## src/logic/sgde_pkg.sv

```systemverilog
// Constants, register map and state types of the descriptor engine
//
// Contract
// - Control word read from descriptor offsets 4-7
// - Control bit 0 requests status report write
// - Control bit 4 raises interrupt when done
// - Control bit 5 raises interrupt on error
// - Control bit 6 raises interrupt on end-of-packet
// - Control bits 31:8 give page length in bytes
// - Next pointer at 8-15, 32-byte aligned
// - Pointer bit 4 flags next descriptor ready
// - Condition bit 0 ends chain after descriptor
// - Condition bit 1 aborts descriptor on error
// - Condition bit 3 waits for start-of-packet
// - Source address at 16-23, low word first
// - Destination address at 24-31, low word first
// - Report word: count, flags, processed size
package sgde_pkg;
  // Software register byte offsets
  localparam logic [4:0] REG_CTRL = 5'h00;
  localparam logic [4:0] REG_STAT = 5'h04;
  localparam logic [4:0] REG_HEAD_LO = 5'h08;
  localparam logic [4:0] REG_HEAD_HI = 5'h0C;
  localparam logic [4:0] REG_CUR_LO = 5'h10;
  localparam logic [4:0] REG_CUR_HI = 5'h14;
  localparam int CTRL_START = 0;
  localparam int STAT_BUSY = 0;
  localparam int STAT_DONE = 1;
  localparam int STAT_ERR = 2;
  localparam int STAT_CNT_LO = 4;
  localparam logic [63:0] HEAD_RST = 64'h0;
  // Descriptor word indices (byte offset / 4)
  localparam logic [2:0] DW_REPORT = 3'h0;
  localparam logic [2:0] DW_CTRL = 3'h1;
  localparam logic [2:0] DW_NEXT_LO = 3'h2;
  localparam logic [2:0] DW_NEXT_HI = 3'h3;
  localparam logic [2:0] DW_SRC_LO = 3'h4;
  localparam logic [2:0] DW_SRC_HI = 3'h5;
  localparam logic [2:0] DW_DST_LO = 3'h6;
  localparam logic [2:0] DW_DST_HI = 3'h7;
  localparam logic [63:0] WORD_STEP = 64'h4;
  // Control word fields
  localparam int CW_REPORT = 0;
  localparam int CW_IRQ_DONE = 4;
  localparam int CW_IRQ_ERR = 5;
  localparam int CW_IRQ_EOP = 6;
  localparam int CW_LEN_LO = 8;
  // Low pointer word fields
  localparam int NP_READY = 4;
  localparam int NP_ADDR_LO = 5;
  localparam int SE_END = 0;
  localparam int SE_ABORT = 1;
  localparam int SE_SOP = 3;
  // Report word fields
  localparam int RW_DONE = 4;
  localparam int RW_ERR = 5;
  localparam int RW_EOP = 6;
  localparam int RW_SIZE_LO = 8;
  localparam int LEN_W = 24;
  localparam int CMD_W = 152;
  localparam int BUF_DEPTH = 2;

  typedef enum logic [2:0] {
    ST_IDLE,
    ST_FETCH,
    ST_SOP_WAIT,
    ST_ISSUE,
    ST_XFER,
    ST_REPORT,
    ST_CHAIN,
    ST_POLL
  } sgde_state_t;
endpackage

```

## src/logic/sgde_engine.sv

```systemverilog
// Scatter-gather descriptor engine with Avalon-MM register slave
module sgde_engine (
  input wire logic i_clk,
  input wire logic i_resetn,
  input wire logic [4:0] i_avs_address,
  input wire logic i_avs_read,
  input wire logic i_avs_write,
  input wire logic [31:0] i_avs_writedata,
  input wire logic [3:0] i_avs_byteenable,
  output logic [31:0] o_avs_readdata,
  output logic o_avs_waitrequest,
  output logic o_mem_read,
  output logic o_mem_write,
  output logic [63:0] o_mem_address,
  output logic [31:0] o_mem_writedata,
  input wire logic i_mem_ack,
  input wire logic [31:0] i_mem_readdata,
  output logic o_move_valid,
  input wire logic i_move_ready,
  output logic [63:0] o_move_src,
  output logic [63:0] o_move_dst,
  output logic [23:0] o_move_len,
  output logic o_move_abort,
  input wire logic i_move_done,
  input wire logic i_move_err,
  input wire logic i_move_eop,
  input wire logic [23:0] i_move_bytes,
  input wire logic i_src_sop,
  output logic o_irq,
  output logic o_busy
);
  typedef struct packed {
    sgde_pkg::sgde_state_t state;
    logic resp;
    logic [31:0] rdata;
    logic busy;
    logic done;
    logic err_seen;
    logic [63:0] head;
    logic [63:0] cur;
    logic [2:0] idx;
    logic [7:0][31:0] w;
    logic [3:0] cnt;
    logic xerr;
    logic xeop;
    logic [23:0] xbytes;
    logic irq;
    logic abort;
    logic mem_rd;
    logic mem_wr;
    logic [63:0] mem_addr;
    logic [31:0] mem_wdata;
    logic [1:0][sgde_pkg::CMD_W-1:0] fifo;
    logic wp;
    logic rp;
    logic [1:0] fcnt;
  } sgde_state_reg_t;

  sgde_state_reg_t r_reg;
  sgde_state_reg_t r_next;
  logic [1:0] rst_sync_reg;
  logic rst_n;
  logic req;
  logic push;
  logic pop;
  logic [63:0] next_ptr;
  logic [31:0] ctrl_w;
  logic [31:0] np_w;
  logic err_now;
  logic eop_now;
  logic [sgde_pkg::CMD_W-1:0] cmd_head;

  function automatic logic [31:0] merge_be(input logic [31:0] old_v,
      input logic [31:0] new_v, input logic [3:0] be);
    logic [31:0] res;
    res = old_v;
    for (int i = 0; i < 4; i++) begin
      if (be[i]) begin
        res[i*8 +: 8] = new_v[i*8 +: 8];
      end
    end
    return res;
  endfunction

  always_ff @(posedge i_clk or negedge i_resetn) begin
    if (!i_resetn) begin
      rst_sync_reg <= 2'h0;
    end else begin
      rst_sync_reg <= {rst_sync_reg[0], 1'b1};
    end
  end
  assign rst_n = rst_sync_reg[1];

  assign req = i_avs_read | i_avs_write;
  assign ctrl_w = r_reg.w[sgde_pkg::DW_CTRL];
  assign np_w = r_reg.w[sgde_pkg::DW_NEXT_LO];
  assign next_ptr = {r_reg.w[sgde_pkg::DW_NEXT_HI],
                     np_w[31:sgde_pkg::NP_ADDR_LO], 5'h00};
  assign push = (r_reg.state == sgde_pkg::ST_ISSUE) &&
                (r_reg.fcnt != 2'(sgde_pkg::BUF_DEPTH));
  assign pop = o_move_valid & i_move_ready;
  assign err_now = i_move_err | r_reg.xerr;
  assign eop_now = i_move_eop | r_reg.xeop;

  always_comb begin
    r_next = r_reg;
    r_next.irq = 1'b0;
    r_next.abort = 1'b0;
    // Register slave: one wait cycle, answer on second edge
    r_next.resp = req & ~r_reg.resp;
    if (req && !r_reg.resp) begin
      r_next.rdata = 32'h0;
      if (i_avs_read) begin
        if (i_avs_address == sgde_pkg::REG_STAT) begin
          r_next.rdata[sgde_pkg::STAT_BUSY] = r_reg.busy;
          r_next.rdata[sgde_pkg::STAT_DONE] = r_reg.done;
          r_next.rdata[sgde_pkg::STAT_ERR] = r_reg.err_seen;
          r_next.rdata[sgde_pkg::STAT_CNT_LO +: 4] = r_reg.cnt;
        end else if (i_avs_address == sgde_pkg::REG_HEAD_LO) begin
          r_next.rdata = r_reg.head[31:0];
        end else if (i_avs_address == sgde_pkg::REG_HEAD_HI) begin
          r_next.rdata = r_reg.head[63:32];
        end else if (i_avs_address == sgde_pkg::REG_CUR_LO) begin
          r_next.rdata = r_reg.cur[31:0];
        end else if (i_avs_address == sgde_pkg::REG_CUR_HI) begin
          r_next.rdata = r_reg.cur[63:32];
        end
      end
    end
    if (i_avs_write && r_reg.resp) begin
      if (i_avs_address == sgde_pkg::REG_HEAD_LO) begin
        r_next.head[31:0] = merge_be(r_reg.head[31:0], i_avs_writedata,
                                     i_avs_byteenable);
      end else if (i_avs_address == sgde_pkg::REG_HEAD_HI) begin
        r_next.head[63:32] = merge_be(r_reg.head[63:32], i_avs_writedata,
                                      i_avs_byteenable);
      end else if (i_avs_address == sgde_pkg::REG_CTRL) begin
        if (i_avs_byteenable[0] && i_avs_writedata[sgde_pkg::CTRL_START]
            && !r_reg.busy) begin
          r_next.busy = 1'b1;
          r_next.done = 1'b0;
          r_next.err_seen = 1'b0;
          r_next.cur = {r_reg.head[63:5], 5'h00};
          r_next.mem_addr = {r_reg.head[63:5], 5'h00} + sgde_pkg::WORD_STEP;
          r_next.idx = sgde_pkg::DW_CTRL;
          r_next.mem_rd = 1'b1;
          r_next.state = sgde_pkg::ST_FETCH;
        end
      end
    end
    // Command buffer: two entries, back-pressure stalls the issue state
    if (push) begin
      r_next.fifo[r_reg.wp] = {
        r_reg.w[sgde_pkg::DW_SRC_HI], r_reg.w[sgde_pkg::DW_SRC_LO],
        r_reg.w[sgde_pkg::DW_DST_HI], r_reg.w[sgde_pkg::DW_DST_LO],
        ctrl_w[31:sgde_pkg::CW_LEN_LO]};
      r_next.wp = ~r_reg.wp;
    end
    if (pop) begin
      r_next.rp = ~r_reg.rp;
    end
    r_next.fcnt = r_reg.fcnt + 2'(push) - 2'(pop);
    case (r_reg.state)
      sgde_pkg::ST_IDLE: begin
        r_next.mem_rd = r_next.mem_rd;
      end
      sgde_pkg::ST_FETCH: begin
        if (i_mem_ack) begin
          r_next.w[r_reg.idx] = i_mem_readdata;
          if (r_reg.idx == sgde_pkg::DW_DST_HI) begin
            r_next.mem_rd = 1'b0;
            r_next.xerr = 1'b0;
            r_next.xeop = 1'b0;
            r_next.xbytes = 24'h0;
            if (np_w[sgde_pkg::SE_SOP]) begin
              r_next.state = sgde_pkg::ST_SOP_WAIT;
            end else begin
              r_next.state = sgde_pkg::ST_ISSUE;
            end
          end else begin
            r_next.idx = r_reg.idx + 3'h1;
            r_next.mem_addr = r_reg.mem_addr + sgde_pkg::WORD_STEP;
          end
        end
      end
      sgde_pkg::ST_SOP_WAIT: begin
        if (i_src_sop) begin
          r_next.state = sgde_pkg::ST_ISSUE;
        end
      end
      sgde_pkg::ST_ISSUE: begin
        if (push) begin
          r_next.state = sgde_pkg::ST_XFER;
        end
      end
      sgde_pkg::ST_XFER: begin
        if (i_move_eop) begin
          r_next.xeop = 1'b1;
        end
        if (i_move_err) begin
          r_next.xerr = 1'b1;
        end
        if (i_move_done || (i_move_err && np_w[sgde_pkg::SE_ABORT])) begin
          r_next.abort = ~i_move_done;
          if (!i_move_done) begin
            r_next.fcnt = 2'h0;
            r_next.rp = r_reg.wp;
          end
          r_next.xbytes = i_move_bytes;
          r_next.cnt = r_reg.cnt + 4'h1;
          r_next.irq = ctrl_w[sgde_pkg::CW_IRQ_DONE]
            | (ctrl_w[sgde_pkg::CW_IRQ_ERR] & err_now)
            | (ctrl_w[sgde_pkg::CW_IRQ_EOP] & eop_now);
          r_next.err_seen = r_reg.err_seen | err_now;
          if (ctrl_w[sgde_pkg::CW_REPORT]) begin
            r_next.mem_wr = 1'b1;
            r_next.mem_addr = r_reg.cur;
            // Report word built field by field, bit 7 stays zero
            r_next.mem_wdata = 32'h0;
            r_next.mem_wdata[3:0] = r_reg.cnt + 4'h1;
            r_next.mem_wdata[sgde_pkg::RW_DONE] = 1'b1;
            r_next.mem_wdata[sgde_pkg::RW_ERR] = err_now;
            r_next.mem_wdata[sgde_pkg::RW_EOP] = eop_now;
            r_next.mem_wdata[sgde_pkg::RW_SIZE_LO +: sgde_pkg::LEN_W] =
              i_move_bytes;
            r_next.state = sgde_pkg::ST_REPORT;
          end else begin
            r_next.state = sgde_pkg::ST_CHAIN;
          end
        end
      end
      sgde_pkg::ST_REPORT: begin
        if (i_mem_ack) begin
          r_next.mem_wr = 1'b0;
          r_next.state = sgde_pkg::ST_CHAIN;
        end
      end
      sgde_pkg::ST_CHAIN: begin
        if (np_w[sgde_pkg::SE_END]) begin
          r_next.busy = 1'b0;
          r_next.done = 1'b1;
          r_next.state = sgde_pkg::ST_IDLE;
        end else if (np_w[sgde_pkg::NP_READY]) begin
          r_next.cur = next_ptr;
          r_next.mem_addr = next_ptr + sgde_pkg::WORD_STEP;
          r_next.idx = sgde_pkg::DW_CTRL;
          r_next.mem_rd = 1'b1;
          r_next.state = sgde_pkg::ST_FETCH;
        end else begin
          r_next.mem_addr = r_reg.cur + 64'({sgde_pkg::DW_NEXT_LO, 2'h0});
          r_next.mem_rd = 1'b1;
          r_next.state = sgde_pkg::ST_POLL;
        end
      end
      sgde_pkg::ST_POLL: begin
        if (i_mem_ack) begin
          r_next.w[sgde_pkg::DW_NEXT_LO] = i_mem_readdata;
          r_next.mem_rd = 1'b0;
          r_next.state = sgde_pkg::ST_CHAIN;
        end
      end
      default: begin
        r_next.state = sgde_pkg::ST_IDLE;
      end
    endcase
  end

  always_ff @(posedge i_clk or negedge rst_n) begin
    if (!rst_n) begin
      r_reg <= '{state: sgde_pkg::ST_IDLE, head: sgde_pkg::HEAD_RST,
                 default: '0};
    end else begin
      r_reg <= r_next;
    end
  end

  assign o_avs_waitrequest = req & ~r_reg.resp;
  assign o_avs_readdata = r_reg.rdata;
  assign o_mem_read = r_reg.mem_rd;
  assign o_mem_write = r_reg.mem_wr;
  assign o_mem_address = r_reg.mem_addr;
  assign o_mem_writedata = r_reg.mem_wdata;
  assign o_move_valid = (r_reg.fcnt != 2'h0);
  assign cmd_head = r_reg.fifo[r_reg.rp];
  assign o_move_src = cmd_head[sgde_pkg::CMD_W-1 -: 64];
  assign o_move_dst = cmd_head[sgde_pkg::LEN_W +: 64];
  assign o_move_len = cmd_head[sgde_pkg::LEN_W-1:0];
  assign o_move_abort = r_reg.abort;
  assign o_irq = r_reg.irq;
  assign o_busy = r_reg.busy;
endmodule

```

## config.mk

```make
export PLATFORM = sky130hd
export DESIGN_NAME = sgde_engine
export DESIGN_NICKNAME = d
export VERILOG_FILES = /design/src/logic/sgde_pkg.sv /design/src/logic/sgde_engine.sv
export SDC_FILE = /design/constraint.sdc
export NUM_CORES = 1
export LEC_CHECK = 0
export ABC_AREA = 1
export BUFFER_PORTS_ARGS = -buffer_cell sky130_fd_sc_hd__clkbuf_2
export CAP_MARGIN = 20
export CORE_ASPECT_RATIO = 1.5
export CORE_MARGIN = 2
export CORE_UTILIZATION = 40
export CTS_CLUSTER_DIAMETER = 40
export DETAILED_ROUTE_END_ITERATION = 10
export SYNTH_ARGS = -nofsm -noshare
export SYNTH_HDL_FRONTEND = slang
export SYNTH_SLANG_ARGS = --single-unit
```

## constraint.sdc

```tcl
create_clock -name i_clk -period 32 [get_ports i_clk]
set_clock_uncertainty 0.2 [all_clocks]
set_input_delay 4.8 -clock i_clk [delete_from_list [all_inputs] [get_ports i_clk]]
set_output_delay 4.8 -clock i_clk [all_outputs]
set_load 0.02 [all_outputs]
```

==> flow_summary.yaml, run 1 <==
detailed_routing:
  detail-route-antenna-nets: 0
  firstDrtPassIters: 8
  dr_total_vias: 35800
  drt_iter0_drc: 3761
  drcViolationCount: 0
  drt_wl_total_um: 171000
  vias_per_cell: 5.46
  wl_per_cell_um: 26.1
clocking:
  clkTransAtPathRegs_ns: 0.06
  cts_buffers: 101
  clock_path_buffers: 3
  cts_setup_buffers: 0
  cts_root_buf: "clkbuf_16"
  cts-resized-gates: 0
  htreeDepth: 3
  insertion_delay_ns: 0.71
  clock_sinks: 804
  hold_buffers: 0
  cts_tree: "built"
synth:
  yosysMostFrequentCell: "nand2_1"
  ys_types: 61
  yosys_register_bits: 804
  synth_edf_count: 0
  yosysTopAreaCell: "dfrtp_1"
  synth_nets: 5091
  async_flop_share_pct: 100
  syn_inst: 4977
  avgSynthCellArea_um2: 8.06
  synth.top_cells.by_area: "dfrtp_1 50%, nand2_1 13%, o21ai_0 11%"
  synth_top_cell_area_share_pct: 50.1
  synth_warnings: 0
  synthTopCellsByCount: "1,387 x nand2_1, 845 x o21ai_0, 804 x dfrtp_1, 506 x inv_1, 256 x nor2_1"
  ys_seq_area_share_pct: 50.1
  synth_ff_type: "dfrtp_1"
  synth_area_um2: 40100
cells_and_area:
  largest_reg_flops: 579
  post-route-cell-area_um2: 45800
  final_nets: 5287
  regArea_um2: 20100
  synthToLayoutAreaGrowth_pct: 14.1
  final_cells: 6557
  multiInputGateArea_um2: 16200
  fill_cells: 10200
  drive_gt1_share_pct: 15.8
timing:
  period_share_pct: 33.3
  max_freq_ghz: 0.0938
  rsz0062_at_grt: "false"
  setup_ws_ns: 21.34
  tightest_slew_ns: 1.30
  finalSetupViolCount: 0
  hold_viol_final: 0
  setup_tns_ns: 0
  relSlewSlack_pct: 12.5
  final_max_slew_viol_count: 0
  min_period_ns: 10.66
global_routing:
  antenna_found_initial: 12
  grt_pass1_vias: 35000
  grt_pass1_wl_um: 245000
  grt_overflow_total: 0
  grt_util_all_layers_pct: 33.0
  grt_max_degree: 210
floorplan:
  start_util_pct: 40.3
  die_y_um: 392
  core_um2: 99700
  num_rows: 142
  num_io_pins: 394
  die_x_um: 263
  fp.dieArea_um2: 103000
hold_path:
  min_path_type: "reg2reg"
  hold_path_depth: 0
pwr:
  power_density_nw_per_um2: 71.3
  finalPower_mw: 3.27
  irDropWorstVdd_mv: 0.0459
  leakage_nw: 22.2
critical_path:
  cp_max_fo: 33
  start_kind: "input pin"
  crit_type: "in2out"
  cp-end-kind: "primary output"
  cp.required_ns: 27.00
  cp.arrival_ns: 5.66
  reg2reg_slack_ns: 27.51
  worst-r2r-cell-count: 5
placed_design:
  dpl_cell_area_um2: 42300
  portBuffers: 392
  dpl.hpwl_um: 128000
  gp_congestion: 1.04
  pre_cts_ws_ns: 21.30
  dp.cells: 6362
run_status:
  status: "complete, no violations"
run:
  max-cap-violations: 0
## worst max-delay path, stage by stage
cell and delay [ns]:
clkbuf_2 0.11, nor2_2 0.10, buf_4 0.32, nor2_1 0.14, clkbuf_2 0.19
## cell type report
class | instances | share of cell area, %
flip-flops and latches | 804 | 43.9
multi-input cells | 3296 | 35.3
clock buffers | 128 | 6.03
repair buffers | 452 | 5.42
inverters | 518 | 4.25
well taps | 1296 | 3.54
clock inverters | 57 | 1.50
diodes | 6 | 0.0328
## power breakdown
group	switching, mW	internal [mW]
registers	0.212	1.16
logic	0.511	0.212
clock network	0.496	0.676
## placed cells by master (no fill, tap or decap), types with 7 or more instances in the layout
cell type and count:
nand4_1 65, clkinvlp_4 8, inv_1 505, a211oi_1 24, a22oi_1 15, o211ai_1 31, clkbuf_8 9, inv_6 13
clkbuf_2 392, o21ai_1 15, xor2_1 14, o2111ai_1 8, ha_1 7, o22ai_1 33, dfrtp_1 802, nor2_2 12
clkinv_2 9, mux2_2 152, nor2_1 252, inv_2 11, clkbuf_1 16, a21oi_1 66, a31oi_1 7, buf_4 54
nand2_1 1384, o21ai_0 845, clkbuf_16 103, inv_8 10, nand3_1 226, nor3_1 52
## cells by family after synthesis
logic type | Yosys count | synth area share, %
AND/OR/NAND/NOR | 2036 | 20.8
AO/OA/AOI/OAI | 1082 | 14.4
buffers and inverters | 877 | 9.71
flip-flops | 804 | 50.1
XOR/XNOR | 16 | 0.349
other | 2 | 0.0187
adder cells (fa/ha/maj) | 7 | 0.218
multiplexers | 153 | 4.29
## per-stage QoR
step	hold slack, ns	util, %
floorplan	0.131	-
global placement	0.139	42.4
detailed placement	0.140	42.4
CTS	0.157	45.9
global route	0.178	45.9
finish	0.158	46.0
## final timing paths
check / startpoint / endpoint
max in group asynchronous: rst_sync_reg[1] / r_reg[2]
hold / removal: rst_sync_reg[0] / rst_sync_reg[1]
hold reg to reg: rst_sync_reg[0] / rst_sync_reg[1]
setup / recovery: i_avs_write / o_avs_waitrequest
setup reg to reg: rst_sync_reg[1] / r_reg[2]
min in group asynchronous: rst_sync_reg[1] / r_reg[819]
## per-layer routing
layer	track usage [%]	share of wire [%]	wire [um]	up-vias
li1	-	-	-	16600
met1	37.1	37	63100	17300
met2	54.8	47	81200	1443
met3	4.53	5.4	9270	442
met4	30.2	10	17800	8
met5	0	0.029	50	-
No activity file was read; power rests on OpenSTA's default activity.
==> inputs of run 2 (changes only) <==
==> constraint.sdc (replaced) <==
create_clock -name i_clk -period 10 [get_ports i_clk]
set_clock_uncertainty 0.2 [all_clocks]
set_input_delay 1.5 -clock i_clk [delete_from_list [all_inputs] [get_ports i_clk]]
set_output_delay 1.5 -clock i_clk [all_outputs]
set_load 0.02 [all_outputs]
==> run 2 against run 1 <==
Against the previous run:
- critical endpoint is now o_move_src[32]
- wire length is 2.1% higher
- via count increased by 0.47%
- largest power group unchanged
- combinational power grew to 3.2 times the previous value
- utilization increased by 0.37 points
- critical path type is now reg2out
==> flow_summary.yaml, run 2 (synthesis results as in run 1) <==
global_routing:
  grt_pass1_wl_um: 249000
  grt_overflow_total: 0
  antenna_found_initial: 8
  grt_max_degree: 232
  grt_util_all_layers_pct: 33.7
  grt_pass1_vias: 34900
cells_and_area:
  fill_cells: 10000
  largest_reg_flops: 579
  post-route-cell-area_um2: 46200
  synthToLayoutAreaGrowth_pct: 15.1
  drive_gt1_share_pct: 16.0
  final_common_cell: "nand2_1"
  final_cell_mix: "1,384 x nand2_1, 845 x o21ai_0, 802 x dfrtp_1, 505 x inv_1, 392 x clkbuf_2"
  final_nets: 5289
placed_design:
  dpl.hpwl_um: 130000
  portBuffers: 392
  gp_congestion: 1.04
  dpl_cell_area_um2: 42300
  pre_cts_ws_ns: 5.18
pwr:
  finalPower_mw: 10.9
  leakage_nw: 22.4
  irDropWorstVdd_mv: 0.131
  power_density_nw_per_um2: 235
detailed_routing:
  drt_iter0_drc: 3380
  drcViolationCount: 0
  drt_wl_total_um: 175000
  detail-route-antenna-nets: 0
  vias_per_cell: 5.48
  firstDrtPassIters: 6
  dr_total_vias: 36000
  wl_per_cell_um: 26.7
floorplan:
  num_io_pins: 394
  core_um2: 99700
  num_rows: 142
  die_y_um: 392
  fp.dieArea_um2: 103000
  start_util_pct: 40.3
  die_x_um: 263
critical_path:
  start_kind: "flop"
  cp_cell_sequence: "buf_4 > mux2_2 > clkbuf_2"
  worst-r2r-cell-count: 9
  rr_endpoint: "o_mem_address[14]"
  slowest_stage: "dfrtp_4"
  reg2reg_slack_ns: 5.53
  cp.required_ns: 8.30
  cp_slowest_stage_delay_ns: 1.06
  cp_max_fo: 67
  reg2reg_from: "r_reg[862]"
  crit_type: "reg2out"
  cp.arrival_ns: 3.41
  cp-end-kind: "primary output"
timing:
  min_period_ns: 5.11
  setup_tns_ns: 0
  final_max_slew_viol_count: 0
  finalSetupViolCount: 0
  tightest_slew_ns: 1.26
  period_share_pct: 51.1
  rsz0062_at_grt: "false"
  hold_viol_final: 0
  relSlewSlack_pct: 15.8
  setup_ws_ns: 4.89
  max_freq_ghz: 0.196
hold_path:
  hold_path_depth: 0
  worst_hold_startpoint: "rst_sync_reg[0]"
  whs_endpoint: "rst_sync_reg[1]"
  min_path_type: "reg2reg"
run_status:
  status: "complete, no violations"
clocking:
  clock_sinks: 804
  cts_tree: "built"
  clock_path_buffers: 3
  insertion_delay_ns: 0.74
  clkTransAtPathRegs_ns: 0.06
  cts-resized-gates: 0
  cts_root_buf: "clkbuf_16"
  hold_buffers: 0
  cts_setup_buffers: 0
  cts_buffers: 106
  htreeDepth: 3
run:
  max-cap-violations: 0
[run 2: worst max-delay path by stage]
stage                     start  slack, ns                 to  cells after the start
2_1_floorplan   rst_sync_reg[1]       2.05          ctrl_w[0]                      0
3_3_place_gp   i_avs_address[1]       5.32  o_mem_address[50]                     14
3_5_place_dp   i_avs_address[1]       5.18  o_mem_address[48]                     14
4_1_cts                r_reg[2]       4.86     o_move_src[32]                      3
5_1_grt                r_reg[2]       4.80     o_move_src[32]                      3
6_report               r_reg[2]       4.89     o_move_src[32]                      3
[run 2: final cells by class]
| cell class | instances | area, um^2 | area share, % |
|---|---|---|---|
| inverter | 518 | 1950 | 4.21 |
| multi-input combinational | 3296 | 16200 | 35.0 |
| clock buffer | 128 | 2840 | 6.14 |
| tap | 1296 | 1620 | 3.51 |
| antenna | 6 | 15.0 | 0.0325 |
| clock inverter | 69 | 980 | 2.12 |
| timing repair buffer | 449 | 2490 | 5.39 |
| sequential | 804 | 20100 | 43.6 |
[run 2: worst max-delay path, delay by kind of cell (launching register included)]
family / cells / cell delay (ns)
buffers and inverters: 2 / 0.99
flip-flops: 1 / 1.06
multiplexers: 1 / 0.47
[run 2: layer usage]
metal / GRT usage, % / vias up / part of all wire, %
met3: 5.68 / 503 / 5.9
met1: 38.1 / 17400 / 37
met2: 55.0 / 1494 / 47
li1: - / 16600 / -
met5: 0 / - / 0.022
met4: 30.2 / 6 / 10
[run 2: metrics by stage]
step / cells / hold slack [ns] / util, %
5_1_grt: 6561 / 0.133 / 46.3
6_report: 6566 / 0.129 / 46.3
3_5_place_dp: 6357 / 0.141 / 42.4
2_1_floorplan: 4977 / 0.131 / -
4_1_cts: 6554 / 0.126 / 46.2
3_3_place_gp: 6356 / 0.138 / 42.4
[run 2: power by group]
part | switching [mW] | internal, mW
clock | 1.65 | 2.44
combinational | 1.60 | 0.674
sequential | 0.774 | 3.71
total | 4.03 | 6.83
